[src/pkg/card_cmd_cfg.svh]
// Constants for the SPI-mode card command decoder
`ifndef CARD_CMD_CFG_SVH
`define CARD_CMD_CFG_SVH
`define IDX_W            6
`define ARG_W            32
`define CMD_GO_IDLE      6'h00
`define CMD_OP_COND      6'h01
`define CMD_SWITCH       6'h06
`define CMD_IF_COND      6'h08
`define CMD_HIGH_IDX     6'h27
`define HCS_BIT          30
`define SW_MODE_BIT      31
`define FG2_HI           7
`define FG2_LO           4
`define FG1_HI           3
`define FG1_LO           0
`define VHS_HI           11
`define VHS_LO           8
`define PAT_HI           7
`define PAT_LO           0
`define VHS_SUPPORTED    4'h1
`define R1_IDLE_BIT      0
`define R1_ILLEGAL_BIT   2
`define SW_RSV_HI        30
`define SW_RSV_LO        24
`define GRP_RSV_FIRST    2
`define GRP_RSV_LAST     5
`define GRP_W            4
`define GRP_ALL_ONES     4'hF
`define IF_RSV_HI        31
`define IF_RSV_LO        12
`define SUPPORT_MASK     64'h0FB4_047F_7B07_3743
`define WRITE_ERASE_MASK 64'h0000_0043_0B00_0000
`endif

[src/pkg/card_cmd_pkg.sv]
// Types shared by both ends of the command link
package card_cmd_pkg;
   typedef logic [5:0]  cmd_index_type;
   typedef logic [31:0] cmd_arg_type;
   typedef logic [7:0]  r1_type;
   typedef logic [3:0]  nibble_type;
endpackage : card_cmd_pkg

[src/pkg/card_cmd_if.sv]
// Command and response link between host end and card end
`timescale 1ns/1ps
interface card_cmd_if;
   import card_cmd_pkg::*;
   logic          cmd_valid;
   cmd_index_type cmd_index;
   cmd_arg_type   cmd_arg;
   logic          rsp_valid;
   r1_type        rsp_r1;
   logic [7:0]    rsp_echo;
   modport host (output cmd_valid, output cmd_index, output cmd_arg,
                 input rsp_valid, input rsp_r1, input rsp_echo);
   modport card (input cmd_valid, input cmd_index, input cmd_arg,
                 output rsp_valid, output rsp_r1, output rsp_echo);
endinterface : card_cmd_if

[src/design/card_cmd_card.sv]
// Card end: decodes SPI-mode commands and interprets arguments
`timescale 1ns/1ps
`include "card_cmd_cfg.svh"
// Summary of operation
// - Index field is plain binary command number
// - Stuff and reserved argument bits ignored
// - Host zeroes argument of index 0 only; other argumentless indices pass unchanged
// - Only SPI-supported indices accepted; 2,3,4,7 not
// - SPI-reserved indices get no function
// - Class field stays valid in SPI mode
// - Index 0 resets to idle, R1 answer
// - Index 1 captures capacity flag, starts init
// - Capacity flag counts only after interface check
// - Host zeroes bits 31, 29:0 of index 1
// - Index 6 bit 31 selects check or switch (selections latch in both modes; bit 31 only gates switch_pulse_o)
// - Host zeroes bits 30:24 of index 6
// - Reserved function nibbles all zero or F
// - Command-system selection from bits 7:4
// - Access-mode selection from bits 3:0
// - Writable cards implement write and erase
// - Lock command mandatory; forced erase optional
// - Interface check tests voltage, echoes pattern
module card_cmd_card #(
   parameter logic        WRITABLE         = 1'b1,
   parameter logic        FORCED_ERASE_OK  = 1'b0,
   parameter logic [11:0] CLASS_FIELD      = 12'h5B5
) (
   input  wire logic                    clk_i,
   input  wire logic                    rst_i,
   card_cmd_if.card                     link,
   input  wire logic                    init_done_i,
   output logic                         idle_o,
   output logic                         init_active_o,
   output logic                         capacity_flag_o,
   output logic                         voltage_ok_o,
   output logic                         switch_pulse_o,
   output card_cmd_pkg::nibble_type     cmd_system_fn_o,
   output card_cmd_pkg::nibble_type     access_mode_fn_o,
   output logic [11:0]                  class_field_o,
   output logic                         forced_erase_ok_o,
   output logic                         exec_pulse_o,
   output card_cmd_pkg::cmd_index_type  exec_index_o
);
   import card_cmd_pkg::*;

   // ----------------------------------------
   // State
   // ----------------------------------------
   typedef struct packed {
      // Initialization progress
      logic          idle;
      logic          init_active;
      logic          if_seen;
      logic          capacity;
      logic          volt_ok;
      // Latched function selections and one-cycle pulses
      logic          sw_pulse;
      nibble_type    fg2;
      nibble_type    fg1;
      logic          exec;
      cmd_index_type exec_idx;
      // Answer to the host
      logic          rsp_valid;
      r1_type        r1;
      logic [7:0]    echo;
      // Fixed card properties
      logic [11:0]   class_field;
      logic          forced_erase_ok;
   } card_state_type;

   localparam logic [63:0] SUPPORT_TABLE     = `SUPPORT_MASK;
   localparam logic [63:0] WRITE_ERASE_TABLE = `WRITE_ERASE_MASK;

   card_state_type cur_ff;
   card_state_type nxt_cur;
   logic [63:0]    support;
   logic           legal;
   logic           answer_idle;
   logic           init_ending;
   // Decoded argument fields
   logic           arg_capacity;
   logic           arg_switch_mode;
   nibble_type     arg_cmd_system;
   nibble_type     arg_access_mode;
   nibble_type     arg_voltage;
   logic [7:0]     arg_pattern;

   // ----------------------------------------
   // Argument fields
   // ----------------------------------------
   // Only the named fields are ever read; stuff and reserved bits have no path
   assign arg_capacity    = link.cmd_arg[`HCS_BIT];
   assign arg_switch_mode = link.cmd_arg[`SW_MODE_BIT];
   assign arg_cmd_system  = link.cmd_arg[`FG2_HI:`FG2_LO];
   assign arg_access_mode = link.cmd_arg[`FG1_HI:`FG1_LO];
   assign arg_voltage     = link.cmd_arg[`VHS_HI:`VHS_LO];
   assign arg_pattern     = link.cmd_arg[`PAT_HI:`PAT_LO];

   // ----------------------------------------
   // Command support table
   // ----------------------------------------
   // A read-only card drops its write and erase indices from the table
   for (genvar i = 0; i < $bits(support); i++) begin : g_support
      assign support[i] = SUPPORT_TABLE[i]
                        & (WRITABLE | ~WRITE_ERASE_TABLE[i]);
   end
   assign legal = support[link.cmd_index];

   // ----------------------------------------
   // Answer idle bit
   // ----------------------------------------
   // A reset command reports the idle state it leaves behind; every other
   // index reports the state found on arrival
   assign answer_idle = (link.cmd_index == `CMD_GO_IDLE) | cur_ff.idle;

   // ----------------------------------------
   // Next state
   // ----------------------------------------
   assign init_ending = cur_ff.init_active & init_done_i;

   always_comb begin
      nxt_cur = cur_ff;
      nxt_cur.rsp_valid = 1'b0;
      nxt_cur.sw_pulse = 1'b0;
      nxt_cur.exec = 1'b0;
      if (init_ending) begin
         nxt_cur.init_active = 1'b0;
         nxt_cur.idle = 1'b0;
      end
      if (link.cmd_valid) begin
         nxt_cur.rsp_valid = 1'b1;
         nxt_cur.r1 = '0;
         nxt_cur.echo = '0;
         if (!legal) begin
            // Refused: only the answer changes, so a retry is harmless
            nxt_cur.r1[`R1_ILLEGAL_BIT] = 1'b1;
         end else begin
            nxt_cur.exec = 1'b1;
            nxt_cur.exec_idx = link.cmd_index;
            unique case (link.cmd_index)
               `CMD_GO_IDLE: begin
                  // The interface check is forgotten, so the flag must be re-armed
                  nxt_cur.idle = 1'b1;
                  nxt_cur.init_active = 1'b0;
                  nxt_cur.if_seen = 1'b0;
                  nxt_cur.capacity = 1'b0;
               end
               `CMD_OP_COND: begin
                  nxt_cur.init_active = cur_ff.idle;
                  nxt_cur.capacity = cur_ff.if_seen & arg_capacity;
               end
               `CMD_SWITCH: begin
                  nxt_cur.fg2 = arg_cmd_system;
                  nxt_cur.fg1 = arg_access_mode;
                  nxt_cur.sw_pulse = arg_switch_mode;
               end
               `CMD_IF_COND: begin
                  nxt_cur.if_seen = 1'b1;
                  nxt_cur.volt_ok = (arg_voltage == `VHS_SUPPORTED);
                  // The pattern goes back unchanged so the host can trust the link
                  nxt_cur.echo = arg_pattern;
               end
               // Indices without decoded fields only raise the execution pulse
               default: nxt_cur.exec = 1'b1;
            endcase
         end
         nxt_cur.r1[`R1_IDLE_BIT] = answer_idle;
      end
   end

   // ----------------------------------------
   // State register
   // ----------------------------------------
   // Reset leaves the card idle, as after an index-0 command
   always_ff @(posedge clk_i) begin
      if (rst_i) begin
         cur_ff <= '0;
         cur_ff.idle <= 1'b1;
         cur_ff.class_field <= CLASS_FIELD;
         cur_ff.forced_erase_ok <= FORCED_ERASE_OK;
      end else begin
         cur_ff <= nxt_cur;
      end
   end

   // ----------------------------------------
   // Link answer
   // ----------------------------------------
   assign link.rsp_valid = cur_ff.rsp_valid;
   assign link.rsp_r1    = cur_ff.r1;
   assign link.rsp_echo  = cur_ff.echo;

   // ----------------------------------------
   // Card outputs
   // ----------------------------------------
   assign idle_o            = cur_ff.idle;
   assign init_active_o     = cur_ff.init_active;
   assign capacity_flag_o   = cur_ff.capacity;
   assign voltage_ok_o      = cur_ff.volt_ok;
   assign switch_pulse_o    = cur_ff.sw_pulse;
   assign cmd_system_fn_o   = cur_ff.fg2;
   assign access_mode_fn_o  = cur_ff.fg1;
   assign class_field_o     = cur_ff.class_field;
   assign forced_erase_ok_o = cur_ff.forced_erase_ok;
   assign exec_pulse_o      = cur_ff.exec;
   assign exec_index_o      = cur_ff.exec_idx;
endmodule : card_cmd_card

[src/flat_wrapper.sv]
// flat-port wrapper written by rule: the top's interface ports become plain ports
module card_cmd_card_flat import card_cmd_pkg::*;
#(
   parameter logic        WRITABLE         = 1'b1,
   parameter logic        FORCED_ERASE_OK  = 1'b0,
   parameter logic [11:0] CLASS_FIELD      = 12'h5B5
)
  (clk_i, rst_i, init_done_i, idle_o, init_active_o, capacity_flag_o, voltage_ok_o, switch_pulse_o, cmd_system_fn_o, access_mode_fn_o, class_field_o, forced_erase_ok_o, exec_pulse_o, exec_index_o, link_cmd_valid, link_cmd_index, link_cmd_arg, link_rsp_valid, link_rsp_r1, link_rsp_echo);
  card_cmd_if link_i ();
  input  wire logic clk_i;
  input  wire logic rst_i;
  input  wire logic init_done_i;
  output logic idle_o;
  output logic init_active_o;
  output logic capacity_flag_o;
  output logic voltage_ok_o;
  output logic switch_pulse_o;
  output card_cmd_pkg::nibble_type cmd_system_fn_o;
  output card_cmd_pkg::nibble_type access_mode_fn_o;
  output logic [11:0] class_field_o;
  output logic forced_erase_ok_o;
  output logic exec_pulse_o;
  output card_cmd_pkg::cmd_index_type exec_index_o;
  input wire logic [$bits(link_i.cmd_valid)-1:0] link_cmd_valid;
  input wire logic [$bits(link_i.cmd_index)-1:0] link_cmd_index;
  input wire logic [$bits(link_i.cmd_arg)-1:0] link_cmd_arg;
  output wire logic [$bits(link_i.rsp_valid)-1:0] link_rsp_valid;
  output wire logic [$bits(link_i.rsp_r1)-1:0] link_rsp_r1;
  output wire logic [$bits(link_i.rsp_echo)-1:0] link_rsp_echo;
  assign link_i.cmd_valid = link_cmd_valid;
  assign link_i.cmd_index = link_cmd_index;
  assign link_i.cmd_arg = link_cmd_arg;
  assign link_rsp_valid = link_i.rsp_valid;
  assign link_rsp_r1 = link_i.rsp_r1;
  assign link_rsp_echo = link_i.rsp_echo;
  card_cmd_card #(.WRITABLE(WRITABLE), .FORCED_ERASE_OK(FORCED_ERASE_OK), .CLASS_FIELD(CLASS_FIELD)) u_core (.clk_i(clk_i), .rst_i(rst_i), .link(link_i), .init_done_i(init_done_i), .idle_o(idle_o), .init_active_o(init_active_o), .capacity_flag_o(capacity_flag_o), .voltage_ok_o(voltage_ok_o), .switch_pulse_o(switch_pulse_o), .cmd_system_fn_o(cmd_system_fn_o), .access_mode_fn_o(access_mode_fn_o), .class_field_o(class_field_o), .forced_erase_ok_o(forced_erase_ok_o), .exec_pulse_o(exec_pulse_o), .exec_index_o(exec_index_o));
endmodule
[config.mk]
export PLATFORM = sky130hd
export DESIGN_NAME = card_cmd_card_flat
export DESIGN_NICKNAME = d
export VERILOG_FILES = /design/src/pkg/card_cmd_pkg.sv /design/src/pkg/card_cmd_if.sv /design/src/design/card_cmd_card.sv /design/src/flat_wrapper.sv
export VERILOG_INCLUDE_DIRS = /design/src /design/src/pkg
export SDC_FILE = /design/constraint.sdc
export NUM_CORES = 1
export LEC_CHECK = 0
export BUFFER_PORTS_ARGS = -buffer_cell sky130_fd_sc_hd__buf_2
export CAP_MARGIN = 15
export CORE_MARGIN = 5
export CORE_UTILIZATION = 46
export DETAILED_ROUTE_END_ITERATION = 10
export GPL_ROUTABILITY_DRIVEN = 0
export HOLD_SLACK_MARGIN = 0.15
export PLACE_DENSITY = 0.76
export SLEW_MARGIN = 0
export SYNTH_ARGS = -nofsm -noshare
export SYNTH_HDL_FRONTEND = slang
export SYNTH_SLANG_ARGS = --single-unit
[constraint.sdc]
create_clock -name clk_i -period 1.9 [get_ports clk_i]
set_input_delay 0.19 -clock clk_i [delete_from_list [all_inputs] [get_ports clk_i]]
set_output_delay 0.19 -clock clk_i [all_outputs]
set_load 0.01 [all_outputs]
After elaboration in Yosys (flattened, before gate mapping)
Memories as Yosys holds them, arrays and structs flattened. Cells that the tools add are included.

Bits in registers: 32. Word-level logic and storage cells: 48. Output and inout port bits: 50. Memory bits (read-only): 64. Memories: 1.

Memory list: (name not given) (words 64, width 1, rd ports 1, clocked after Yosys merged registers in 0, wr ports 0, RTL line card_cmd_card.sv:107) `assign legal = support[link.cmd_index];`.

Muxes and demuxes: 13. Reductions and logical operators: 10. Bitwise operators: 6. $lt $le $gt $ge: 1. Equality and inequality tests: 4.

Operators with widths (count): $mux 38 (1); $mux 21 (1); $mux 8 (2); $reduce_and 3->1 (4); $mux 9 (1); $lt 6x7->1 const B (1); $eq 6x1->1 const B (1); $eq 6x3->1 const B (1); $eq 6x4->1 const B (1); $logic_not 6->1 (1); $pmux 1 s2 (3); $eq 4x1->1 const B (1); $mux 1 (4); $reduce_bool 2->1 (2); $reduce_or 4->1 (1); $not 1->1 (3); $and 1x1->1 (2); $mux 2 (1); $reduce_and 2->1 (1); $reduce_or 2->1 (1); $or 1x1->1 (1).

Longest topological paths before layout
Gate-level depths: netlist of run 1.

Word-level depth: 5. Gate-level depth with buffers: 7. Depth with buffers taken out: 5.

Worst setup path after synthesis of run 1
Ideal clock, no wire load.

Path type: input-to-reg. Start: input link_cmd_index[4]. End: register u_core.cur_ff, in the netlist u_core.exec_index_o[0]. Library setup time: 0.072 ns. Arrival time: 1.412 ns. Buffers on the path: 2. Stages: 7. Slack: 0.417 ns. Cell sequence: buf_6 or4b_1 o211ai_2 a22o_1 a31o_2 buf_6 mux2i_1.

Word-level cells in the longest chain between the ends: 3.

Ends and longest elaborated chain: start: declaration (RTL line flat_wrapper.sv:25) `input wire logic [$bits(link_i.cmd_index)-1:0] link_cmd_index;`; $mem_v2 64x1; $mux 1 (not written as such) (RTL line card_cmd_card.sv:107); $reduce_and 2->1 (no line); end signal: assignment (RTL line card_cmd_card.sv:182) `cur_ff <= nxt_cur;`; end: declaration (RTL line card_cmd_card.sv:74) `card_state_type cur_ff;`.

No other way between the ends. The select of a mux whose other input is x is not followed. A chain may end at the register's enable or synchronous reset.

Worst setup path in the final report of run 1
Start: input link_cmd_index[3]. End: register u_core.cur_ff, in the netlist u_core.exec_index_o[0].

The elaborated chain is that of the path after synthesis.

==> results of run 1 <==
## registers in the layout (all words and copies together) (netlist names)
name                     flops
u_core.cmd_system_fn_o       4
u_core.cur_ff                1
u_core.capacity_flag_o       1
u_core.access_mode_fn_o      4
u_core.link.rsp_echo         8
u_core.exec_index_o          6
u_core.switch_pulse_o        1
u_core.exec_pulse_o          1
u_core.idle_o                1
u_core.init_active_o         1
u_core.link.rsp_r1           2
u_core.link.rsp_valid        1
u_core.voltage_ok_o          1
## per-stage QoR
| step | util (%) | std cells | power [mW] | instance area [µm²] | hold slack (ns) |
|---|---|---|---|---|---|
| 2_1_floorplan | - | 225 | 0.894 | 1920 | 0.329 |
| 4_1_cts | 49.1 | 285 | 1.53 | 1950 | 0.154 |
| 5_1_grt | 49.1 | 285 | 1.58 | 1950 | 0.169 |
| 3_3_place_gp | 45.9 | 275 | 0.885 | 1820 | 0.432 |
| 6_report | 49.1 | 285 | 1.51 | 1950 | 0.159 |
| 3_5_place_dp | 45.9 | 275 | 0.887 | 1820 | 0.444 |
## cells in the final DEF (no fill, tap or decap), drive strengths merged, types with 4 or more instances in the layout
cell and instances:
nor2b 11, conb 19, nor2 22, or2b 11, o21ai 4, clkbuf 6, nand2 6, a21oi 16
nor3 4, mux2i 14, dfxtp 32, buf 56
## power breakdown
part	internal [mW]	switching (mW)
clock	0.389	0.246
combinational	0.0754	0.106
sequential	0.687	0.00563
total	1.15	0.358
## per-layer routing
metal  GRT usage (%)  vias up
li1                -      677
met5               0        -
met4            4.23        0
met3            3.83        4
met1            16.1      592
met2            20.4       42
## how the worst max path moves through the flow
stage	endpoint	slack, ns	cells after the start
CTS	u_core.exec_index_o[0]	0.54	6
detailed placement	u_core.exec_index_o[0]	0.25	6
global route	u_core.exec_index_o[0]	0.42	6
global placement	u_core.exec_index_o[0]	0.28	6
finish	u_core.exec_index_o[0]	0.54	6
floorplan	u_core.exec_index_o[0]	0.42	7
## worst reg2reg max path: stages, from the launching register on
cell and delay [ns]:
sky130_fd_sc_hd__dfxtp_1 0.32, sky130_fd_sc_hd__or2b_2 0.29, sky130_fd_sc_hd__mux2i_1 0.12
## cell families (layout without fill, tap and decap cells)
| family | Yosys count | count (layout) | share of synthesized area, % |
|---|---|---|---|
| simple gates | 70 | 70 | 22.1 |
| buf+inv | 59 | 69 | 24.8 |
| flops | 32 | 32 | 34.4 |
| compound gates | 29 | 29 | 9.68 |
| mux | 15 | 15 | 8.14 |
| other cells | 2 | 19 | 0.404 |
| xor+xnor | 1 | 1 | 0.471 |
## cell type report
type | instances | area [µm²]
timing repair buffer | 58 | 305
tap | 50 | 62.6
clock buffer | 6 | 72.6
sequential | 32 | 641
fill | 402 | 2020
multi-input combinational | 134 | 822
inverter | 3 | 11.3
clock inverter | 2 | 35.0
==> results.md, run 1 <==
- For the worst-skew pair, the clock arrives at the later sink with an insertion delay of roughly 0.28 ns.
- The synthesized cell area is ~1900 µm².
- The count of final max-slew check failures was 0.
- The topmost layer with routed signal wires is met4.
- The post-route netlist has about a third of its cells at a drive strength greater than 1.
- Together, buffers and inverters on the worst path number 1.
- Measured in cells, the most critical reg-to-reg path has a length of 2.
- For this run, design rule violations remaining after detail routing come to 0.
- Max-cap violations in this run came to 0.
- VDD sags by at most between 0.3 and 0.4 mV.
- After routing, the total negative slack on setup checks comes to 0 ns.
- The met3 wirelength from detailed routing is roughly 220 µm.
- In this run the mean area of a mapped cell was 8.94 µm².
- The reg-to-reg critical path endpoint is u_core.exec_index_o[1].
- The run finished with clean final reports.
- The first-pass GRT wire length is approximately 5400 µm.
- The global routing usage summed across all routing layers is around an eighth.
- The cell with the largest stage delay on the worst path is sky130_fd_sc_hd__o32ai_1.
- The core region is roughly 4000 µm².
- sky130_fd_sc_hd__buf_4 is the most common cell in the netlist.
- The number of setup buffers added after CTS is 0.
- The die outline width is approximately 74 µm.
- The register bit total from synthesis is 32.
- The row count is 23.
- The via count of the first global-routing pass is between 1000 and 1500.
- In the synthesized netlist the dominant register cell turns out to be sky130_fd_sc_hd__dfxtp_1.
- The vertical die dimension is between 70 and 80 µm.
- The half-perimeter wire length of the detailed placement result is 2590 µm.
- In this run the remaining antenna-violating nets after routing total 0.
- In the synthesized netlist the async set-or-reset flop fraction comes to 0%.
- The final worst-path cycle share is a little over 70%.
- Headroom to the max-slew limit came out at between 60 and 70%.
- Synthesis produced about 210 cells.
- For flop-to-flop paths, the worst setup slack is about 1.1 ns.
- The ratio of routed vias to standard cells is between 4 and 5.
- TritonCTS built the clock tree.
- Across all layers, the routed design uses about 1300 vias.
- The clock passes through at most 2 buffers.
- The sequential share of the synthesized area is between 30% and 40%.
- The total of buffers placed on input and output ports is between 50 and 60.
- The worst hold-check path type is input port to flop.
- The time the worst path needs with I/O delays and setup is 1.36 ns.
- Along the worst path, the maximum fanout reaches 10.
- The number of distinct library cells after synthesis is 37.
- The startpoint identified for the worst hold timing path is link_cmd_arg[1].
- The clock slew at the register clock pins of the worst setup and hold paths is 0.07 ns.
- For this design the top-level I/O count stands at slightly above 90.
- Summed over all instances, the cell type with the most area after synthesis is sky130_fd_sc_hd__dfxtp_1.
- Wires add up to 3430 µm.
- The hold violation count in the final report is 0.
- The overall overflow remaining after global route is 0.
- The slew of the pin with the lowest slew margin is 0.596 ns.
- The total die area is ~5400 µm².
- The required time reported for the critical path endpoint is about 2.1 ns.
- The effective utilization at floorplan is between 40% and 50%.
- The startpoint identified for the worst register-to-register timing path is u_core.exec_index_o[1].
- The final-report setup violation count is 0.
- At the worst endpoint, the arrival time is ~1.6 ns.
- The post-cts sizing count is 0.
- The starting DRC count in detailed routing is a little under 60.
- The H-tree generated during clock tree synthesis spans 2 levels.
- The cell depth of the worst hold path is 3.
- Detailed routing placed a total of roughly 1700 µm of wire on met2.
- The critical path starts at link_cmd_index[3].
- The minimum setup slack after placement is about 0.25 ns.
- The final setup skew is slightly below 0.0007 ns.
- The number of synthesized flops with an enable pin is 0.
- The final routed wire length divided by cell count is ~12 µm.
- The largest delay contributor family on the critical path is compound AO/OA/AOI/OAI gates.
- The initial antenna violation count is 0.
- The startpoint kind of the worst setup timing path is an input port.
- Setup repair after global routing left no endpoint under its margin.
- The cell at the root of the clock tree is sky130_fd_sc_hd__clkbuf_8.
- Dividing total power by cell area gives a power density of roughly 770 nW/µm².
- Summed over all cells, the static leakage comes to slightly below 1 nW.
- The number of nets in the final layout is roughly 280.
- The least setup slack across all paths after layout is about 0.54 ns.
- The number of antenna diodes in the final layout is 0.
- The share of synthesized area in the top cell type comes to roughly a third.
- The number of buffers created by CTS is 5.
- The worst min-delay path endpoint is u_core.link.rsp_echo[1].
- The fmax is roughly 0.74 GHz.
- In the final routing, the length of wire on met1 measures 1510 µm.
- The worst setup path is of the input port to flop kind.
- The number of warnings printed during yosys synthesis is 0.
- The clock sink total is 32.
- Traced cell by cell, the critical path runs through buf_2, and2b_2, o32ai_1, a22o_1, a31o_2, mux2i_1.
- After synthesis, the most frequently instantiated cells are sky130_fd_sc_hd__buf_4 (43), sky130_fd_sc_hd__dfxtp_1 (32), sky130_fd_sc_hd__nor2_1 (22), sky130_fd_sc_hd__a21oi_1 (16), sky130_fd_sc_hd__mux2i_1 (14).
- The area overhead of the layout relative to synthesis is 4.77%.
- For this run, the detailed router's first-pass iteration total came to 4.
- The worst stage delay on the critical path is about 0.32 ns.
- Yosys attributes the largest share of cell area to sky130_fd_sc_hd__dfxtp_1 (34%), sky130_fd_sc_hd__buf_4 (17%), sky130_fd_sc_hd__mux2i_1 (7.5%).
- The cts-stage hold buffer count is 2.
- The worst setup path is captured at a flop.
- Entering global routing, the biggest net connects 38 pins.
No activity file was read; power rests on OpenSTA's default activity.
==> run 2, diff against run 1 <==
Clock period 1.9 ns to 1.3 ns, I/O delays scaled along.
==> run 2 against run 1 <==
Net effect: cell area increased by 12%; non-clock buffer count grew 26; sequential cell count unchanged; clock skew increased by 0.0021 ns; routed wire length up 7.7%; largest cell class unchanged; largest power group unchanged; highest routed layer unchanged.
==> results.md, run 2 (synthesis gave the netlist of run 1 again) <==
- For the final database, setup skew stands at between 0.002 and 0.003 ns.
- The power per unit of standard cell area is roughly 1000 nW/µm².
- The half-perimeter wire length of the detailed placement result is 2790 µm.
- The remaining antenna violation count after routing is 0.
- Among cell families on the critical path, the largest total delay comes from simple AND/OR/NAND/NOR gates.
- The effective utilization at floorplan is a little under half.
- The required time reported for the critical path endpoint is ~1.5 ns.
- From synthesis to final layout, the design area changed by 17.6%.
- The worst hold-check path type is input port to flop.
- The hold path startpoint is link_cmd_valid.
- The final routed wire length divided by cell count is ~12 µm.
- The CTS tree is built.
- The maximum buffer depth of the clock tree is 2.
- The worst-case register-to-register setup slack is 0.49 ns.
- Across the run, the number of max-cap violations was 0.
- The overall overflow remaining after global route is 0.
- Data arrives at the worst endpoint at around 1.4 ns.
- After the first detailed-routing iteration, the DRC count stood at slightly above 60.
- For hold timing, the worst endpoint is u_core.exec_index_o[5].
- The completed layout was analyzed and its total power is between 2 and 2.5 mW.
- The path type of the worst setup path is input port to flop.
- The fmax is 0.810 GHz.
- Entering global routing, the biggest net connects 24 pins.
- The flip-flop count of the largest register, all copies and words added is 8.
- Buffers inserted during clock tree synthesis total 5.
- The die is approximately 74 µm wide.
- The clock slew at the register clock pins of the worst setup and hold paths is 0.07 ns.
- The clock sink total is 32.
- In this run the standard cell core region covers 3970 µm².
- The global routing usage summed across all routing layers is between 10% and 20%.
- The total die area is ~5400 µm².
- In the routed design, unresolved DRC markers number 0.
- The largest single stage delay on the critical path is between 0.5 and 0.6 ns.
- The most frequent standard cell in the layout excluding fill and tap cells is sky130_fd_sc_hd__buf_2.
- The root buffer cell chosen for the clock tree is sky130_fd_sc_hd__clkbuf_8.
- Across all hold checks on the routed design, the worst slack comes to 0.165 ns.
- The final-report setup violation count is 0.
- The count of final max-slew check failures came to 0.
- The worst register-to-register path begins at u_core.exec_index_o[3].
- The total of buffers placed on input and output ports is 54.
- The worst path uses 94.9% of the clock period.
- The worst setup path is captured at a flop.
- The hold violation count in the final report is 0.
- The reg-to-reg critical path endpoint is u_core.exec_index_o[3].
- The later-pin clock latency in the skew report is approximately 0.27 ns.
- The number of antenna diodes in the final layout is 0.
- Across the VDD grid, the largest voltage drop is approximately 0.6 mV.
- The initial antenna violation count is 0.
- The final routed wirelength across all metal layers is 3700 µm.
- The cell with the largest stage delay on the worst path is sky130_fd_sc_hd__or4b_1.
- Subtracting the final worst setup slack from the clock period gives 1.23 ns.
- The net count of the finished layout is 302.
- The via count of the first global-routing pass is between 1000 and 1500.
- The count of TritonRoute iterations in the first routing pass is 4.
- The cell depth of the worst hold path is 3.
- Pin placement for this block handled 92 I/O pins.
- The worst setup path is launched from an input port.
- In the layout the commonest cells are sky130_fd_sc_hd__buf_2 (54), sky130_fd_sc_hd__dfxtp_1 (32), sky130_fd_sc_hd__nor2_1 (22).
- In the final layout, the share of cells above drive strength 1 is between 30 and 40%.
- Summed over all cells, the static leakage comes to 1.11 nW.
- The maximum fanout encountered on the critical timing path is 6.
- The row count is 23.
- Setup repair after global routing could not meet its margin everywhere.
- The first-pass GRT wire length is around 5800 µm.
- Using the TritonRoute via totals, the vias-per-cell ratio works out to 4.57.
- The floorplan step set the die height to 73.6 µm.
- The worst register-to-register path has a depth of 2.
- The signal on the critical path passes through buf_2, or4b_1, o211ai_2, a22o_1, a31o_2, mux2i_1.
- The detailed router placed about 1400 vias in this run.
- The combined buffer and inverter count along the critical path is 1.
- The flow ran to the end, and the final reports show no timing, DRC or antenna violations.
- The total number of H-tree levels is 2.
## run 2: final cells by class
type | count | area (µm²)
Tap cell | 50 | 62.6
Fill cell | 390 | 1780
Inverter | 3 | 11.3
Clock inverter | 3 | 42.5
Clock buffer | 5 | 68.8
Multi-Input combinational cell | 134 | 830
Sequential cell | 32 | 641
Timing Repair Buffer | 84 | 533
## run 2: per-layer routing
metal,vias to the layer above,global-route usage (%),part of all wire [%]
met3,7,4.10,7.1
met1,639,17.3,45
met2,47,22.1,47
li1,728,-,-
met4,0,5.03,1.7
met5,-,0,0
## run 2: stage by stage
step / utilization (%) / area, µm² / setup WS [ns] / TNS (ns) / cells
floorplan: - / 1930 / -0.0700 / -0.375 / 225
global placement: 49.6 / 1970 / -0.183 / -2.56 / 293
detailed placement: 49.6 / 1970 / -0.213 / -2.91 / 293
global route: 55.1 / 2190 / -0.0219 / -0.0301 / 311
finish: 55.1 / 2190 / 0.0661 / 0 / 311
CTS: 54.9 / 2180 / 0.0605 / 0 / 311
## run 2: worst max path at each step
stage	from	endpoint	slack, ns	depth (start not counted)
after global placement	link_cmd_index[2]	u_core.exec_index_o[0]	-0.18	6
after detailed placement	link_cmd_index[2]	u_core.exec_index_o[3]	-0.21	6
after floorplan	link_cmd_index[4]	u_core.exec_index_o[0]	-0.07	7
final	link_cmd_index[2]	u_core.exec_index_o[3]	0.07	6
after CTS	link_cmd_index[2]	u_core.exec_index_o[3]	0.06	6
after global routing	link_cmd_index[2]	u_core.exec_index_o[3]	-0.02	6
## run 2: repair_timing
action / CTS / global route
endpoints found under the hold margin: 19 / 0
hold buffers: 10 / 0
buffers inserted: 0 / 0
gates resized for setup: 0 / 1
setup endpoints to repair: 0 / 5
## run 2: power by group
part / switching [mW] / internal, mW
logic: 0.168 / 0.163
clock network: 0.364 / 0.567
registers: 0.00990 / 1.00
total: 0.543 / 1.73
## run 2: tightest hold or removal path, cell delays in order
cell and delay (ns):
sky130_fd_sc_hd__buf_2 0.14, sky130_fd_sc_hd__nand2_1 0.06, sky130_fd_sc_hd__o32ai_1 0.06
